### config.mk
export PLATFORM = sky130hd
export DESIGN_NAME = arr_top
export DESIGN_NICKNAME = d
export VERILOG_FILES = /design/src/logic/arr_pkg.sv /design/src/logic/arr_top.sv /design/src/logic/arr_axil_slave.sv /design/src/logic/arr_conv_seq.sv
export VERILOG_INCLUDE_DIRS = /design/src /design/src/logic
export SDC_FILE = /design/constraint.sdc
export NUM_CORES = 1
export LEC_CHECK = 0
export BUFFER_PORTS_ARGS = -buffer_cell sky130_fd_sc_hd__buf_2
export CAP_MARGIN = 15
export CORE_MARGIN = 1.5
export CORE_UTILIZATION = 48
export DETAILED_ROUTE_END_ITERATION = 16
export GPL_TIMING_DRIVEN = 0
export PLACE_DENSITY_LB_ADDON = 0.05
export SLEW_MARGIN = 5
export SYNTH_ARGS = -nofsm -noshare
export SYNTH_HDL_FRONTEND = slang
export SYNTH_SLANG_ARGS = --single-unit
### constraint.sdc
create_clock -name clk -period 2.05 [get_ports clk]
set_clock_uncertainty 0.2 [all_clocks]
set_input_delay 0.3075 -clock clk [delete_from_list [all_inputs] [get_ports clk]]
set_output_delay 0.3075 -clock clk [all_outputs]
set_load 0.01 [all_outputs]
### src/logic/arr_map.svh
// register map, field positions, reset values and timing counts of the result block
`ifndef ARR_MAP_SVH
`define ARR_MAP_SVH

// ============================================================
// register indices; byte address is four times the index
`define ARR_IDX_RESULT_LOW   8'h04
`define ARR_IDX_RESULT_HIGH  8'h05
`define ARR_IDX_CTRL_STATUS  8'h06
`define ARR_IDX_CHAN_SELECT  8'h07
`define ARR_IDX_IRQ_STATUS   8'h08
`define ARR_IDX_IRQ_MASK     8'h09

// ============================================================
// converter_control_status fields
`define ARR_CTRL_ENABLE_BIT  7
`define ARR_CTRL_START_BIT   6
`define ARR_CTRL_FREE_BIT    5
`define ARR_CTRL_DONE_BIT    4

// ============================================================
// channel_select_register fields
`define ARR_CHAN_REF_HI_BIT  7
`define ARR_CHAN_REF_LO_BIT  6
`define ARR_CHAN_ALIGN_BIT   5
`define ARR_CHAN_MUX_HI_BIT  2

// ============================================================
// interrupt status and mask fields
`define ARR_IRQ_DONE_BIT     0

// ============================================================
// reset values
`define ARR_RST_BYTE         8'h00
`define ARR_RST_RESULT       10'h000

// ============================================================
// timing: least conversion time in ns, clock period in ns
`define ARR_CONV_TIME_NS     65000
`define ARR_CLK_PERIOD_NS    100
`define ARR_CONV_CYCLES      ((`ARR_CONV_TIME_NS + `ARR_CLK_PERIOD_NS - 1) / `ARR_CLK_PERIOD_NS)

`endif

### src/logic/arr_pkg.sv
// types shared by the result block modules
package arr_pkg;

  // conversion sequencer states
  typedef enum logic [0:0] {
    ARR_IDLE,
    ARR_CONVERT
  } arr_conv_state_t;

  // one 10-bit conversion code
  typedef logic [9:0] arr_code_t;

  // two presented result bytes, high byte first
  typedef logic [15:0] arr_bytes_t;

endpackage

### src/logic/arr_top.sv
// converter result registers with byte lock, alignment and completion interrupt
`timescale 1ns/1ps
`default_nettype none
`include "arr_map.svh"

// Operation
// after the low result byte is read, no new result enters either byte until the high byte is read.
// software reads the low byte first and the high byte second for a full-precision result.
// with left alignment, software may read only the high byte for eight-bit precision.
// right alignment puts bits 9..8 in high bits 1..0 and bits 7..0 in the low byte, rest zero.
// left alignment puts bits 9..2 in the high byte and bits 1..0 in low bits 7..6, rest zero.
// both result bytes are read-only, reset to zero, and writes leave the result alone.
// the code is passed unchanged, zero meaning ground and all ones full scale less one step.
// a channel change during a conversion takes effect only after that conversion ends.
// completion raises the flag and in free-running mode starts the next conversion at once; the code sets it only when the result is stored.
// a channel write after completion in free-running mode only affects the following conversion.
// the alignment bit changes the presentation of the stored result at once.
// a stored result sets the conversion-done flag in the control and status register.
// the high-byte read releases the lock and a result finishing under the lock is dropped.
module arr_top
  import arr_pkg::*;
#(
  parameter int CONV_CYCLES = `ARR_CONV_CYCLES
)
(
  // clock and reset
  input wire logic clk,
  input wire logic sys_rst,
  // axi4-lite write address and data
  input wire logic [7:0] s_axi_awaddr,
  input wire logic s_axi_awvalid,
  output logic s_axi_awready,
  input wire logic [31:0] s_axi_wdata,
  input wire logic [3:0] s_axi_wstrb,
  input wire logic s_axi_wvalid,
  output logic s_axi_wready,
  // axi4-lite write response
  output logic [1:0] s_axi_bresp,
  output logic s_axi_bvalid,
  input wire logic s_axi_bready,
  // axi4-lite read
  input wire logic [7:0] s_axi_araddr,
  input wire logic s_axi_arvalid,
  output logic s_axi_arready,
  output logic [31:0] s_axi_rdata,
  output logic [1:0] s_axi_rresp,
  output logic s_axi_rvalid,
  input wire logic s_axi_rready,
  // analog front end
  input wire logic [9:0] conversion_code,
  output logic [2:0] active_channel,
  output logic [1:0] active_reference,
  output logic converting,
  // interrupt
  output logic irq
);

  // ============================================================
  // bus front end
  logic wr_pulse, rd_pulse;
  logic [5:0] wr_index, rd_index;
  logic [7:0] wr_byte, rd_byte;

  arr_axil_slave i_arr_axil_slave (
    .clk(clk),
    .sys_rst(sys_rst),
    .s_axi_awaddr(s_axi_awaddr),
    .s_axi_awvalid(s_axi_awvalid),
    .s_axi_awready(s_axi_awready),
    .s_axi_wdata(s_axi_wdata),
    .s_axi_wstrb(s_axi_wstrb),
    .s_axi_wvalid(s_axi_wvalid),
    .s_axi_wready(s_axi_wready),
    .s_axi_bresp(s_axi_bresp),
    .s_axi_bvalid(s_axi_bvalid),
    .s_axi_bready(s_axi_bready),
    .s_axi_araddr(s_axi_araddr),
    .s_axi_arvalid(s_axi_arvalid),
    .s_axi_arready(s_axi_arready),
    .s_axi_rdata(s_axi_rdata),
    .s_axi_rresp(s_axi_rresp),
    .s_axi_rvalid(s_axi_rvalid),
    .s_axi_rready(s_axi_rready),
    .wr_pulse(wr_pulse),
    .wr_index(wr_index),
    .wr_byte(wr_byte),
    .rd_pulse(rd_pulse),
    .rd_index(rd_index),
    .rd_byte(rd_byte)
  );

  // ============================================================
  // code input synchroniser
  // the front end settles on its own timing, so the code crosses two flops
  arr_code_t code_meta_reg, code_sync_reg;

  always_ff @(posedge clk)
  begin
    if (sys_rst)
    begin
      code_meta_reg <= `ARR_RST_RESULT;
      code_sync_reg <= `ARR_RST_RESULT;
    end
    else
    begin
      code_meta_reg <= conversion_code;
      code_sync_reg <= code_meta_reg;
    end
  end

  // ============================================================
  // helpers
  // present the stored code as high and low bytes
  function automatic arr_bytes_t present(input arr_code_t code, input logic left);
    arr_bytes_t b;
    if (left)
      b = {code[9:2], code[1:0], 6'h00};
    else
      b = {6'h00, code[9:8], code[7:0]};
    return b;
  endfunction

  // true for a bus pulse hitting one register index
  function automatic logic hit(input logic pulse, input logic [5:0] idx, input logic [7:0] reg_idx);
    return pulse && (idx == reg_idx[5:0]);
  endfunction

  // ============================================================
  // control, channel and result state
  logic enable_reg, enable_next;
  logic free_reg, free_next;
  logic start_reg, start_next;
  logic done_flag_reg, done_flag_next;
  logic [1:0] ref_reg, ref_next;
  logic align_reg, align_next;
  logic [2:0] mux_reg, mux_next;
  arr_code_t result_reg, result_next;
  logic lock_reg, lock_next;
  logic irq_stat_reg, irq_stat_next;
  logic irq_mask_reg, irq_mask_next;
  logic irq_reg, irq_next;

  logic seq_busy, seq_done;
  arr_code_t seq_code;
  logic [4:0] seq_setting;
  logic store;
  logic wr_ctrl, wr_chan, wr_mask, rd_low, rd_high, rd_stat;

  assign wr_ctrl = hit(wr_pulse, wr_index, `ARR_IDX_CTRL_STATUS);
  assign wr_chan = hit(wr_pulse, wr_index, `ARR_IDX_CHAN_SELECT);
  assign wr_mask = hit(wr_pulse, wr_index, `ARR_IDX_IRQ_MASK);
  assign rd_low = hit(rd_pulse, rd_index, `ARR_IDX_RESULT_LOW);
  assign rd_high = hit(rd_pulse, rd_index, `ARR_IDX_RESULT_HIGH);
  assign rd_stat = hit(rd_pulse, rd_index, `ARR_IDX_IRQ_STATUS);

  // a finished conversion is stored only while the bytes are unlocked
  assign store = seq_done && !lock_reg;

  // ============================================================
  // conversion sequencer
  arr_conv_seq #(
    .CONV_CYCLES(CONV_CYCLES)
  ) i_arr_conv_seq (
    .clk(clk),
    .sys_rst(sys_rst),
    .enable(enable_reg),
    .start(start_reg),
    .free_run(free_reg),
    .setting({ref_reg, mux_reg}),
    .code_in(code_sync_reg),
    .busy(seq_busy),
    .done(seq_done),
    .code_out(seq_code),
    .active_setting(seq_setting)
  );

  // next values of software-visible state
  always_comb
  begin
    enable_next = enable_reg;
    free_next = free_reg;
    start_next = start_reg;
    done_flag_next = done_flag_reg;
    ref_next = ref_reg;
    align_next = align_reg;
    mux_next = mux_reg;
    result_next = result_reg;
    lock_next = lock_reg;
    irq_stat_next = irq_stat_reg;
    irq_mask_next = irq_mask_reg;
    // start request is consumed once the sequencer runs
    if (seq_busy || !enable_reg)
      start_next = 1'b0;
    if (wr_ctrl)
    begin
      enable_next = wr_byte[`ARR_CTRL_ENABLE_BIT];
      free_next = wr_byte[`ARR_CTRL_FREE_BIT];
      if (wr_byte[`ARR_CTRL_START_BIT] && wr_byte[`ARR_CTRL_ENABLE_BIT])
        start_next = 1'b1; // writing zero to start has no effect
      if (wr_byte[`ARR_CTRL_DONE_BIT])
        done_flag_next = 1'b0; // write one to clear
    end
    if (wr_chan)
    begin
      // only the setting register moves; the running conversion keeps its own copy
      ref_next = wr_byte[`ARR_CHAN_REF_HI_BIT:`ARR_CHAN_REF_LO_BIT];
      align_next = wr_byte[`ARR_CHAN_ALIGN_BIT];
      mux_next = wr_byte[`ARR_CHAN_MUX_HI_BIT:0];
    end
    if (wr_mask)
      irq_mask_next = wr_byte[`ARR_IRQ_DONE_BIT];
    if (rd_stat)
      irq_stat_next = 1'b0; // read clears
    if (rd_low)
      lock_next = 1'b1;
    if (rd_high)
      lock_next = 1'b0;
    // writes to the result indices fall through: nothing decodes them
    if (store)
    begin
      result_next = seq_code;
      done_flag_next = 1'b1;
      irq_stat_next = 1'b1; // set wins over read clear
    end
    irq_next = irq_stat_next && irq_mask_next;
  end

  // software-visible state registers
  always_ff @(posedge clk)
  begin
    if (sys_rst)
    begin
      enable_reg <= 1'b0;
      free_reg <= 1'b0;
      start_reg <= 1'b0;
      done_flag_reg <= 1'b0;
      ref_reg <= 2'h0;
      align_reg <= 1'b0;
      mux_reg <= 3'h0;
      result_reg <= `ARR_RST_RESULT;
      lock_reg <= 1'b0;
      irq_stat_reg <= 1'b0;
      irq_mask_reg <= 1'b0;
      irq_reg <= 1'b0;
    end
    else
    begin
      enable_reg <= enable_next;
      free_reg <= free_next;
      start_reg <= start_next;
      done_flag_reg <= done_flag_next;
      ref_reg <= ref_next;
      align_reg <= align_next;
      mux_reg <= mux_next;
      result_reg <= result_next;
      lock_reg <= lock_next;
      irq_stat_reg <= irq_stat_next;
      irq_mask_reg <= irq_mask_next;
      irq_reg <= irq_next;
    end
  end

  // ============================================================
  // read data mux
  // presentation follows the alignment bit live, not the bit at store time
  arr_bytes_t shown;
  assign shown = present(result_reg, align_reg);

  always_comb
  begin
    rd_byte = 8'h00; // unmapped indices read zero
    if (rd_index == `ARR_IDX_RESULT_LOW)
      rd_byte = shown[7:0];
    else if (rd_index == `ARR_IDX_RESULT_HIGH)
      rd_byte = shown[15:8];
    else if (rd_index == `ARR_IDX_CTRL_STATUS)
      rd_byte = {enable_reg, seq_busy || start_reg, free_reg, done_flag_reg, 4'h0};
    else if (rd_index == `ARR_IDX_CHAN_SELECT)
      rd_byte = {ref_reg, align_reg, 2'h0, mux_reg};
    else if (rd_index == `ARR_IDX_IRQ_STATUS)
      rd_byte = {7'h00, irq_stat_reg};
    else if (rd_index == `ARR_IDX_IRQ_MASK)
      rd_byte = {7'h00, irq_mask_reg};
  end

  // ============================================================
  // front-end outputs, all from flops
  logic [2:0] chan_out_reg;
  logic [1:0] ref_out_reg;
  logic conv_out_reg;

  always_ff @(posedge clk)
  begin
    if (sys_rst)
    begin
      chan_out_reg <= 3'h0;
      ref_out_reg <= 2'h0;
      conv_out_reg <= 1'b0;
    end
    else
    begin
      chan_out_reg <= seq_setting[2:0];
      ref_out_reg <= seq_setting[4:3];
      conv_out_reg <= seq_busy;
    end
  end

  assign active_channel = chan_out_reg;
  assign active_reference = ref_out_reg;
  assign converting = conv_out_reg;
  assign irq = irq_reg;

endmodule
`default_nettype wire

### src/logic/arr_axil_slave.sv
// axi4-lite slave front end turning bus transfers into register pulses
`timescale 1ns/1ps
`default_nettype none
module arr_axil_slave
  import arr_pkg::*;
(
  // clock and reset
  input wire logic clk,
  input wire logic sys_rst,
  // write address and data channels
  input wire logic [7:0] s_axi_awaddr,
  input wire logic s_axi_awvalid,
  output logic s_axi_awready,
  input wire logic [31:0] s_axi_wdata,
  input wire logic [3:0] s_axi_wstrb,
  input wire logic s_axi_wvalid,
  output logic s_axi_wready,
  // write response channel
  output logic [1:0] s_axi_bresp,
  output logic s_axi_bvalid,
  input wire logic s_axi_bready,
  // read channels
  input wire logic [7:0] s_axi_araddr,
  input wire logic s_axi_arvalid,
  output logic s_axi_arready,
  output logic [31:0] s_axi_rdata,
  output logic [1:0] s_axi_rresp,
  output logic s_axi_rvalid,
  input wire logic s_axi_rready,
  // register side
  output logic wr_pulse,
  output logic [5:0] wr_index,
  output logic [7:0] wr_byte,
  output logic rd_pulse,
  output logic [5:0] rd_index,
  input wire logic [7:0] rd_byte
);

  logic aw_got_reg, aw_got_next, w_got_reg, w_got_next;
  logic [5:0] aw_idx_reg, aw_idx_next;
  logic [7:0] w_byte_reg, w_byte_next;
  logic w_lane_reg, w_lane_next;
  logic bvalid_reg, bvalid_next, rvalid_reg, rvalid_next;
  logic [7:0] rdata_reg, rdata_next;
  logic aw_take, w_take, ar_take;
  logic awready_reg, wready_reg, arready_reg;

  // address and data are taken in either order, held until both are in
  assign aw_take = s_axi_awvalid && !aw_got_reg && !bvalid_reg;
  assign w_take = s_axi_wvalid && !w_got_reg && !bvalid_reg;
  assign ar_take = s_axi_arvalid && !rvalid_reg;

  // next-state of both channels
  always_comb
  begin
    aw_got_next = aw_got_reg || aw_take;
    w_got_next = w_got_reg || w_take;
    aw_idx_next = aw_take ? s_axi_awaddr[7:2] : aw_idx_reg;
    w_byte_next = w_take ? s_axi_wdata[7:0] : w_byte_reg;
    w_lane_next = w_take ? s_axi_wstrb[0] : w_lane_reg;
    bvalid_next = bvalid_reg && !s_axi_bready;
    wr_pulse = 1'b0;
    if (aw_got_reg && w_got_reg)
    begin
      // only lane 0 carries register bits
      wr_pulse = w_lane_reg;
      aw_got_next = 1'b0;
      w_got_next = 1'b0;
      bvalid_next = 1'b1;
    end
    rd_pulse = ar_take;
    rvalid_next = ar_take || (rvalid_reg && !s_axi_rready);
    rdata_next = ar_take ? rd_byte : rdata_reg;
  end

  assign wr_index = aw_idx_reg;
  assign wr_byte = w_byte_reg;
  assign rd_index = s_axi_araddr[7:2];

  // channel state registers
  always_ff @(posedge clk)
  begin
    if (sys_rst)
    begin
      aw_got_reg <= 1'b0;
      w_got_reg <= 1'b0;
      aw_idx_reg <= 6'h00;
      w_byte_reg <= 8'h00;
      w_lane_reg <= 1'b0;
      bvalid_reg <= 1'b0;
      rvalid_reg <= 1'b0;
      rdata_reg <= 8'h00;
      awready_reg <= 1'b1;
      wready_reg <= 1'b1;
      arready_reg <= 1'b1;
    end
    else
    begin
      aw_got_reg <= aw_got_next;
      w_got_reg <= w_got_next;
      aw_idx_reg <= aw_idx_next;
      w_byte_reg <= w_byte_next;
      w_lane_reg <= w_lane_next;
      bvalid_reg <= bvalid_next;
      rvalid_reg <= rvalid_next;
      rdata_reg <= rdata_next;
      // readies are registered copies of the take conditions
      awready_reg <= !aw_got_next && !bvalid_next;
      wready_reg <= !w_got_next && !bvalid_next;
      arready_reg <= !rvalid_next;
    end
  end

  assign s_axi_awready = awready_reg;
  assign s_axi_wready = wready_reg;
  assign s_axi_bvalid = bvalid_reg;
  assign s_axi_bresp = 2'h0;
  assign s_axi_arready = arready_reg;
  assign s_axi_rvalid = rvalid_reg;
  assign s_axi_rdata = {24'h000000, rdata_reg};
  assign s_axi_rresp = 2'h0;

endmodule
`default_nettype wire

### src/logic/arr_conv_seq.sv
// conversion sequencer: times conversions and latches the channel at each start
`timescale 1ns/1ps
`default_nettype none
`include "arr_map.svh"
module arr_conv_seq
  import arr_pkg::*;
#(
  parameter int CONV_CYCLES = `ARR_CONV_CYCLES
)
(
  // clock and reset
  input wire logic clk,
  input wire logic sys_rst,
  // control
  input wire logic enable,
  input wire logic start,
  input wire logic free_run,
  input wire logic [4:0] setting,
  input wire arr_code_t code_in,
  // status
  output logic busy,
  output logic done,
  output arr_code_t code_out,
  output logic [4:0] active_setting
);

  arr_conv_state_t state_reg, state_next;
  logic [15:0] count_reg, count_next;
  logic done_next;
  arr_code_t code_reg, code_next;
  logic [4:0] act_reg, act_next;

  // sequencing; channel and reference only change at a start
  always_comb
  begin
    state_next = state_reg;
    count_next = count_reg;
    done_next = 1'b0;
    code_next = code_reg;
    act_next = act_reg;
    unique case (state_reg)
      ARR_IDLE:
      begin
        if (enable && start)
        begin
          state_next = ARR_CONVERT;
          count_next = 16'(CONV_CYCLES - 1);
          act_next = setting;
        end
      end
      ARR_CONVERT:
      begin
        if (!enable)
          state_next = ARR_IDLE; // switching off aborts the conversion
        else if (count_reg == 16'h0000)
        begin
          done_next = 1'b1;
          code_next = code_in;
          if (free_run)
          begin
            count_next = 16'(CONV_CYCLES - 1);
            act_next = setting;
          end
          else
            state_next = ARR_IDLE;
        end
        else
          count_next = count_reg - 16'h0001;
      end
    endcase
  end

  // sequencer registers
  always_ff @(posedge clk)
  begin
    if (sys_rst)
    begin
      state_reg <= ARR_IDLE;
      count_reg <= 16'h0000;
      done <= 1'b0;
      code_reg <= `ARR_RST_RESULT;
      act_reg <= 5'h00;
    end
    else
    begin
      state_reg <= state_next;
      count_reg <= count_next;
      done <= done_next;
      code_reg <= code_next;
      act_reg <= act_next;
    end
  end

  assign busy = (state_reg == ARR_CONVERT);
  assign code_out = code_reg;
  assign active_setting = act_reg;

endmodule
`default_nettype wire

Word level (Yosys, flattened, before mapping)
Cells that the tools add are included.
- add/sub/neg operators: 1
- multiply operators: 0
- divide/modulo/power cells: 0
- magnitude comparators: 0
- equality and inequality tests: 14
- shift operators: 0
- mux-type cells: 36
- bitwise operators: 2
- reduce and logical (&&, ||, !) cells: 46
- operator list (cell ; number):
    2-to-1 mux 16 bit ; 5
    == test 6 x 3 -> 1 bit, second input constant ; 6
    2-to-1 mux 8 bit ; 4
    case mux 16 bit (2 select lines) ; 1
    logical AND 1 bit ; 20
    2-to-1 mux 1 bit ; 20
    2-to-1 mux 5 bit ; 4
    == test 6 x 4 -> 1 bit, second input constant ; 3
    logical NOT 16 bit ; 1
    subtractor 16 x 1 -> 16 bit, second input constant ; 1
    logical NOT 1 bit ; 12
    case mux 5 bit (2 select lines) ; 1
    inequality test 2 bit, second input constant ; 3
    AND reduction 3 bit ; 2
    logical OR 1 bit ; 5
    AND reduction 4 bit ; 1
    nonzero test 2 bit ; 2
    inequality test 3 bit, second input constant ; 1
    OR reduction 3 bit ; 1
    inequality test 2 x 1 -> 1 bit, second input constant ; 1
    NOT 1 bit ; 2
    case mux 1 bit (2 select lines) ; 1
    AND reduction 2 bit ; 1
    OR reduction 2 bit ; 1
- register bits: 113
- latch bits: 0
- RAM bits: 0
- ROM bits: 0
- input bits: 69
- output and inout bits: 48
- word-level logic and storage cells: 132
- memories: 0

Longest topological paths before layout
Gate-level depths: netlist (run 1).
- depth in word-level cells: 7
- mapped depth: 8
- depth with buffers taken out: 7

Modules after synthesis
Synthesis (run 1) repeated with hierarchy kept, for this count alone.
- cell total of the unflattened synthesis: 528
- area total of the unflattened synthesis: 4888.4 µm²
- modules (own cells, without submodules) (module ; instances ; cells an instance ; area an instance (µm²) ; sequential area each (µm²)):
    arr_top ; 1 ; 221 ; 1961.9 ; 1001.0
    arr_conv_seq ; 1 ; 153 ; 1555.2 ; 660.6
    arr_axil_slave ; 1 ; 154 ; 1371.3 ; 600.6

Least setup slack after synthesis (run 1)
Ideal clock, no wire load.
- path type: reg-to-reg
- from: reg i_arr_conv_seq.count_reg[0]
- to: reg i_arr_conv_seq.code_reg[0], in the netlist i_arr_conv_seq.code_out[0]
- setup time: 128 ps
- arrival: 1627 ps
- required time: 1722 ps
- slack: 96 ps
- stages on the path, launching flop included: 9
- buffers on the path: 1
- period minus slack after synthesis: 1954 ps
- cell sequence: dfxtp_1 > inv_1 > ha_1 > nand2b_1 > nor4bb_1 > and4_4 > buf_8 > mux2i_1 > nor2_1
- cells in the longest elaborated chain, start to end: 2
- ends and longest elaborated chain (element ; line ; text):
    start, declared ; arr_conv_seq.sv:28 ; logic [15:0] count_reg, count_next;
    start signal, assigned ; arr_conv_seq.sv:87 ; count_reg <= count_next;
    logical NOT 16 bit ; arr_conv_seq.sv:55 ; else if (count_reg == 16'h0000)
    AND reduction 3 bit (no source line) ; -- ;
    end signal, assigned ; arr_conv_seq.sv:81 ; code_reg <= `ARR_RST_RESULT;
    end signal, assigned ; arr_conv_seq.sv:89 ; code_reg <= code_next;
    end, declared ; arr_conv_seq.sv:30 ; arr_code_t code_reg, code_next;
No other way between the ends.
A chain may end at the register's enable or synchronous reset.

Final worst setup path (run 1)
- from: reg i_arr_conv_seq.count_reg[6]
- to: reg i_arr_conv_seq.count_reg[9]
- cells in the longest elaborated chain, start to end: 4
- elaborated cells between the ends (all ways): 7
- classes of those cells: 1 x add/sub; 1 x eq/ne; 3 x mux; 2 x reduce/logical
- ends and longest elaborated chain (element ; line ; text):
    subtractor 16 x 1 -> 16 bit or logical NOT 16 bit (tied branches) ; arr_conv_seq.sv:68, arr_conv_seq.sv:55 ;
    2-to-1 mux 16 bit ; arr_conv_seq.sv:55 ;
    2-to-1 mux 16 bit ; arr_conv_seq.sv:53 ; if (!enable)
    case mux 16 bit (2 select lines) ; arr_conv_seq.sv:41 ; unique case (state_reg)
Several ways; a longest one is shown, not always the timed one. The select of a mux whose other input is x is not followed.

==> results of run 1 <==
where the power goes:
| part | leakage [nW] | internal [W] | switching, W |
|---|---|---|---|
| combinational | 1.39 | 0.000164 | 0.000168 |
| clock | 0.100 | 0.000477 | 0.000819 |
| sequential | 0.914 | 0.00223 | 0.0000310 |
final timing paths:
| path | slack, ns | endpoint | startpoint |
|---|---|---|---|
| setup / recovery | -0.01 | i_arr_conv_seq.count_reg[9]$_SDFFE_PP0P_ | i_arr_conv_seq.count_reg[6]$_SDFFE_PP0P_ |
| hold / removal | 0.03 | i_arr_axil_slave.s_axi_bvalid$_SDFF_PP0_ | s_axi_bready |
| setup reg to reg | -0.01 | i_arr_conv_seq.count_reg[9]$_SDFFE_PP0P_ | i_arr_conv_seq.count_reg[6]$_SDFFE_PP0P_ |
| hold reg to reg | 0.25 | code_sync_reg[6]$_SDFF_PP0_ | code_meta_reg[6]$_SDFF_PP0_ |
timing repair:
action / in CTS / in global routing
resized for setup: 11 / 21
pin swaps: 3 / 11
hold buffers: 25 / 0
setup endpoints to repair: 31 / 31
endpoints found under the hold margin: 26 / 0
cloned: 0 / 1
setup buffers: 9 / 3
critical path, stage by stage (launching register included):
cell	delay (ns)
sky130_fd_sc_hd__dfxtp_4	0.38
sky130_fd_sc_hd__nor4_4	0.32
sky130_fd_sc_hd__buf_4	0.19
sky130_fd_sc_hd__nand4_4	0.20
sky130_fd_sc_hd__buf_6	0.19
sky130_fd_sc_hd__o211ai_1	0.20
sky130_fd_sc_hd__xor2_1	0.17
sky130_fd_sc_hd__a21oi_1	0.08
cell usage after synthesis (all sizes together) (3+ instances only):
cell type,count
nor2,70
nand2b,8
o2111ai,3
nand4b,4
o21ai,8
clkbuf,15
xor2,11
buf,42
o31ai,3
dfxtp,112
a211oi,5
mux2i,36
nor4,5
or3,3
nand3,7
nand2,46
inv,6
nor3,10
o211ai,10
a21oi,32
nor2b,30
through the flow:
| step | worst slack (ns) | cell area [um^2] | hold slack, ns | setup TNS (ns) |
|---|---|---|---|---|
| after global routing | -0.1141 | 5843 | 0.03888 | -0.7604 |
| after floorplan | 0.09562 | 4710 | 0.2138 | 0 |
| after detailed placement | -0.1503 | 5136 | 0.2239 | -2.699 |
| after global placement | -0.1402 | 5136 | 0.2166 | -2.574 |
| after CTS | 0.02015 | 5715 | 0.03068 | 0 |
| final | -0.01432 | 5843 | 0.03325 | -0.01432 |
metal layers:
metal	routed length (um)	track usage [%]
met5	0	0
met4	311	7.479
met3	566	4.716
met2	4758	32.74
met1	4922	28.30
logic make-up (layout without fill, tap and decap cells):
group | after synthesis | in the layout
and+or+nand+nor | 198 | 198
DFF | 112 | 112
AOI/OAI and AO/OA | 75 | 75
buffers and inverters | 63 | 170
muxes | 37 | 37
xor gates and xnor gates | 11 | 11
adders and majority gates | 1 | 1
other | 1 | 28
cell type report:
type / count / area (um^2) / share of cell area, %
sequential: 112 / 2250 / 38.50
multi-input combinational: 350 / 2215 / 37.90
timing repair buffer: 91 / 634.4 / 10.86
buffer: 57 / 364.1 / 6.231
tap: 129 / 161.4 / 2.762
clock buffer: 9 / 123.9 / 2.120
clock inverter: 7 / 72.57 / 1.242
inverter: 6 / 22.52 / 0.3854
cells in the final DEF, fill, tap and decap left out, types with 15 or more instances in the layout:
master / synthesis / layout
sky130_fd_sc_hd__nor2b_1: 30 / 30
sky130_fd_sc_hd__clkbuf_1: 15 / 15
sky130_fd_sc_hd__nand2_1: 46 / 46
sky130_fd_sc_hd__dfxtp_1: 112 / 108
sky130_fd_sc_hd__buf_2: 5 / 57
sky130_fd_sc_hd__a21oi_1: 32 / 32
sky130_fd_sc_hd__buf_4: 29 / 40
sky130_fd_sc_hd__conb_1: 1 / 28
sky130_fd_sc_hd__nor2_1: 70 / 69
sky130_fd_sc_hd__dlygate4sd3_1: 0 / 25
sky130_fd_sc_hd__mux2i_1: 36 / 34
==> run metrics, run 1 <==
flip-flop and latch count after synthesis=112; worst-path fanout max=7; layout net count=697; layout overhead on the synthesized area=26.80%; largest net degree at the start of global routing=22; final max-slew violation count=0; maximum vdd drop=585.3 uV; result of the run=finished, violations left; clock tree from TritonCTS=yes; data required time of the worst path=2.09 ns; average detailed-routed wire length per instance=13.87 um; post-synthesis average cell area=9.253 um^2; Final HPWL DP=7127 um; input/output buffers=53; fraction of synthesized area in multiplexers=8.064%; area share of xor/xnor cells in the synthesized design=2.091%; maximum level of the CTS H-tree=3; failing checks=negative setup slack; Seq/Total Area, Yosys=48.66%; worst r2r path cells=7; global-route total usage across every layer=20.88%; final setup vio count=1; final estimated routing congestion in global placement=0.8965; max-cap check violation count=0; Horiz. Die Dim=101.0 um; final hold violation count=0; Yosys Warn Count=0; Synth Area in Compound Gates=10.81%; utilization after layout=62.94%; fraction of layout cells with a size suffix above 1=23.89%; primary flip-flop cell chosen by synthesis mapping=sky130_fd_sc_hd__dfxtp_1; share of the cycle needed by the critical path after routing=100.7%; layout filler cell count=866; max FFs per register=16; transition time at the pin with the least slew margin=0.6734 ns; number of antenna violations at the first check in global routing=0; cell area after synthesis=4608 um^2; Cell Rows=35; Routed Antenna Nets=0; DRC marker count from the first detailed-route iteration=197; number of distinct library cell variants in the gate-level netlist after synthesis=57; Placeable Area=9284 um^2; number of clock sinks=112; total detailed-routing wirelength=10560 um; Slew headroom=54.48%; power consumption=0.003889 W; maximum clock rate=484.4 MHz; cell types with the largest area share after synthesis=sky130_fd_sc_hd__dfxtp_1, sky130_fd_sc_hd__mux2i_1, sky130_fd_sc_hd__nor2_1, sky130_fd_sc_hd__buf_4, sky130_fd_sc_hd__nor2b_1; remaining design rule violation count=0; Inst Count DP=707; via count of the first global-routing pass=3387; Die Area=10200 um^2; share of synthesized registers carrying an async set or reset=0%; clock root buffer=sky130_fd_sc_hd__clkbuf_8; Clock Tree Buf Depth=2; final period demand of the worst path=2.064 ns; class of the tightest hold or removal check=primary input to flop; Clk Latency, worst-skew pair=0.38 ns; GRT overflow=0; combinational family with the most area after synthesis=simple AND/OR/NAND/NOR gates; type of element capturing the critical path=flop; Static Leak=2.408 nW; starting utilization of the core area=49.64%; Post-Synth Adder-Cell Area=0.2715%; signal arrival time at the worst endpoint=2.11 ns; Inserted Clock Buffers=9; count of placed standard cells in the final layout, fillers left out=761; startpoint type of the worst setup path=flop; worst hold path cell count=3; EDFF count, synth=0; top-level I/O count=117; power per cell area=665.5 nW/um^2; simple-gate area share of the yosys netlist=21.99%; Clock Pin Slew Worst Setup and Hold Paths=0.11 ns; via density per instance=4.905; first drt pass iteration count=4; largest area contributor in the synthesized netlist=sky130_fd_sc_hd__dfxtp_1; final critical-path setup slack=-0.01432 ns; Synth Instances=498; setup repair after global routing missed its margin=yes; Vias=3733; global-route wire length before repair=16640 um; die height=101.0 um; number of antenna repair diodes=0; type of the setup path with the least slack=flop to flop; share of the synthesized area in the top cell type=48.66%
No activity file was read; power rests on OpenSTA's default activity.
==> run 2: changes to the inputs <==
CORE_ASPECT_RATIO = 2   (was not set)
CORE_UTILIZATION = 50   (was 48)
RECOVER_POWER = 25   (was not set)
clock period = 2.3 ns   (was 2.05 ns; I/O delays follow)
==> run 2 against run 1 <==
Compared with the run above: the run now ends clean; clock power grew 25%; via count decreased by 2.1%; critical path depth up 1; register-to-register slack improved by 0.17 ns; die area decreased by 3.5%; sequential power down 11%; utilization fell by 1.5 points; clock-buffer cell count did not move; final cell count down 7.6%; combinational power fell by 18%; critical endpoint is now i_arr_conv_seq.active_setting[1]$_SDFFE_PP0P_; largest power group unchanged; highest routed layer unchanged.
==> run metrics, run 2 (synthesis results as in run 1) <==
commonest cells after routing, fill and taps aside=sky130_fd_sc_hd__dfxtp_1, sky130_fd_sc_hd__nor2_1, sky130_fd_sc_hd__nand2_1 (was sky130_fd_sc_hd__dfxtp_1, sky130_fd_sc_hd__nor2_1, sky130_fd_sc_hd__buf_2); clock root buffer=sky130_fd_sc_hd__clkbuf_16 (was sky130_fd_sc_hd__clkbuf_8); remaining design rule violation count=0 (unchanged); critical path, cell by cell=inv_1, ha_2, nor4b_2, nand4_2, buf_4, o21a_1, nand2_1, a21oi_1 (was nor4_4, buf_4, nand4_4, buf_6, o211ai_1, xor2_1, a21oi_1); Static Leak=2.228 nW (was 2.408 nW); type of element capturing the critical path=flop (unchanged); Final HPWL DP=8311 um (was 7127 um); Inst Count DP=680 (was 707); Clock Pin Slew Worst Setup and Hold Paths=0.08 ns (was 0.11 ns); input/output buffers=53 (unchanged); layer with the highest usage=met2 (unchanged); maximum clock rate=465.9 MHz (was 484.4 MHz); area of the multi-input gates=2127 um^2 (was 2215 um^2); power per cell area=710.9 nW/um^2 (was 665.5 nW/um^2); class of the tightest hold or removal check=primary input to flop (unchanged); Inserted Clock Buffers=9 (unchanged); maximum vdd drop=387.5 uV (was 585.3 uV); Die Area=9836 um^2 (was 10200 um^2); via density per instance=5.196 (was 4.905); most frequent standard cell in the layout excluding fill and tap cells=sky130_fd_sc_hd__dfxtp_1 (unchanged); global-route total usage across every layer=23.27% (was 20.88%); type of the setup path with the least slack=flop to flop (unchanged); met2 capacity usage during global routing=43.68% (was 32.74%); average detailed-routed wire length per instance=15.68 um (was 13.87 um); global-route wire length before repair=17710 um (was 16640 um); cell type of the slowest stage on the worst timing path=sky130_fd_sc_hd__dfxtp_1 (was sky130_fd_sc_hd__dfxtp_4); data required time of the worst path=2.32 ns (was 2.09 ns); Final TNS setup=0 ns (was -0.01432 ns); max-cap check violation count=0 (unchanged); Buffers & Inverters on Critical Path=2 (unchanged); met3 Use GR=4.142% (was 4.716%); final setup vio count=0 (was 1); number of antenna repair diodes=0 (unchanged); maximum level of the CTS H-tree=3 (unchanged); starting utilization of the core area=51.48% (was 49.64%); transition time at the pin with the least slew margin=0.7103 ns (was 0.6734 ns); final estimated routing congestion in global placement=0.9015 (was 0.8965); startpoint type of the worst setup path=flop (unchanged); fraction of layout cells with a size suffix above 1=18.30% (was 23.89%); DRC marker count from the first detailed-route iteration=182 (was 197); number of clock sinks=112 (unchanged); met1 GRT Util=23.64% (was 28.30%); Routed Antenna Nets=0 (unchanged); first drt pass iteration count=4 (unchanged); power consumption=0.003907 W (was 0.003889 W); largest net degree at the start of global routing=21 (was 22); Clock Tree Buf Depth=2 (unchanged); layout filler cell count=850 (was 866); final hold violation count=0 (unchanged); count of placed standard cells in the final layout, fillers left out=703 (was 761); max FFs per register=16 (unchanged); via count of the first global-routing pass=3549 (was 3387); Vias=3653 (was 3733); final max-slew violation count=0 (unchanged); register area=2242 um^2 (was 2250 um^2); final period demand of the worst path=2.146 ns (was 2.064 ns); layout overhead on the synthesized area=19.25% (was 26.80%); Clk Latency, worst-skew pair=0.35 ns (was 0.38 ns); Cell Rows=49 (was 35); top-level I/O count=117 (unchanged); number of antenna violations at the first check in global routing=0 (unchanged); die height=138.8 um (was 101.0 um); total detailed-routing wirelength=11020 um (was 10560 um); result of the run=complete, no violations (was finished, violations left); Placeable Area=8951 um^2 (was 9284 um^2); Horiz. Die Dim=70.89 um (was 101.0 um); signal arrival time at the worst endpoint=2.17 ns (was 2.11 ns); Slew headroom=52.65% (was 54.48%); worst hold slack=0.01169 ns (was 0.03325 ns); layout net count=666 (was 697); clock tree from TritonCTS=yes (unchanged); GRT overflow=0 (unchanged); worst-path fanout max=8 (was 7); highest cell delay on the worst timing path=0.33 ns (was 0.38 ns); share of the cycle needed by the critical path after routing=93.32% (was 100.7%); kind of cell with the highest combined delay on the critical path=simple AND/OR/NAND/NOR gates (unchanged)
-- run 2: worst reg2reg max path: stages, from the launching register on --
cell and delay [ns]:
sky130_fd_sc_hd__dfxtp_1 0.33, sky130_fd_sc_hd__inv_1 0.10, sky130_fd_sc_hd__ha_2 0.21, sky130_fd_sc_hd__nor4b_2 0.25, sky130_fd_sc_hd__nand4_2 0.23, sky130_fd_sc_hd__buf_4 0.21
sky130_fd_sc_hd__o21a_1 0.31, sky130_fd_sc_hd__nand2_1 0.13, sky130_fd_sc_hd__a21oi_1 0.07
-- run 2: final cells by class --
class | instances | share of cell area (%)
buffer | 57 | 6.330
inverter | 6 | 0.4098
tap | 102 | 2.322
sequential | 112 | 40.80
clock buffer | 9 | 4.098
multi-input combinational | 350 | 38.71
clock inverter | 7 | 1.662
timing repair buffer | 60 | 5.669
-- run 2: power breakdown --
group	internal, W	switching (W)	leakage [nW]
clock network	0.000872	0.000746	0.156
logic	0.000122	0.000151	1.16
registers	0.00199	0.0000282	0.911
-- run 2: path summary, 6_finish.rpt --
kind              depth (start not counted)                                     start                                       endpoint  slack, ns
hold reg to reg                           1               code_meta_reg[8]$_SDFF_PP0_                    code_sync_reg[8]$_SDFF_PP0_       0.24
hold / removal                            2                        conversion_code[3]                    code_meta_reg[3]$_SDFF_PP0_       0.01
setup reg to reg                          8  i_arr_conv_seq.count_reg[0]$_SDFFE_PP0P_  i_arr_conv_seq.active_setting[1]$_SDFFE_PP0P_       0.15
setup / recovery                          8  i_arr_conv_seq.count_reg[0]$_SDFFE_PP0P_  i_arr_conv_seq.active_setting[1]$_SDFFE_PP0P_       0.15
-- run 2: layer usage --
layer,share of wire [%],routed length (um),vias to the layer above
li1,-,-,1842
met1,36,4014,1700
met2,56,6222,86
met3,3.0,332,25
met4,4.1,451,0
met5,0,0,-
-- run 2: metrics by stage --
stage / setup slack [ns] / util (%) / area, um^2
4_1_cts: 0.02890 / 61.10 / 5469
3_3_place_gp: 0.08165 / 57.00 / 5102
2_1_floorplan: 0.3456 / - / 4710
5_1_grt: -0.009366 / 61.39 / 5495
6_report: 0.1536 / 61.39 / 5495
3_5_place_dp: 0.06602 / 57.00 / 5102
-- run 2: repair_timing --
item / in CTS / in global routing
endpoints found under the hold margin: 5 / 0
hold buffers: 5 / 0
setup buffers: 0 / 2
gates resized for setup: 0 / 6
endpoints found under the setup margin: 0 / 29
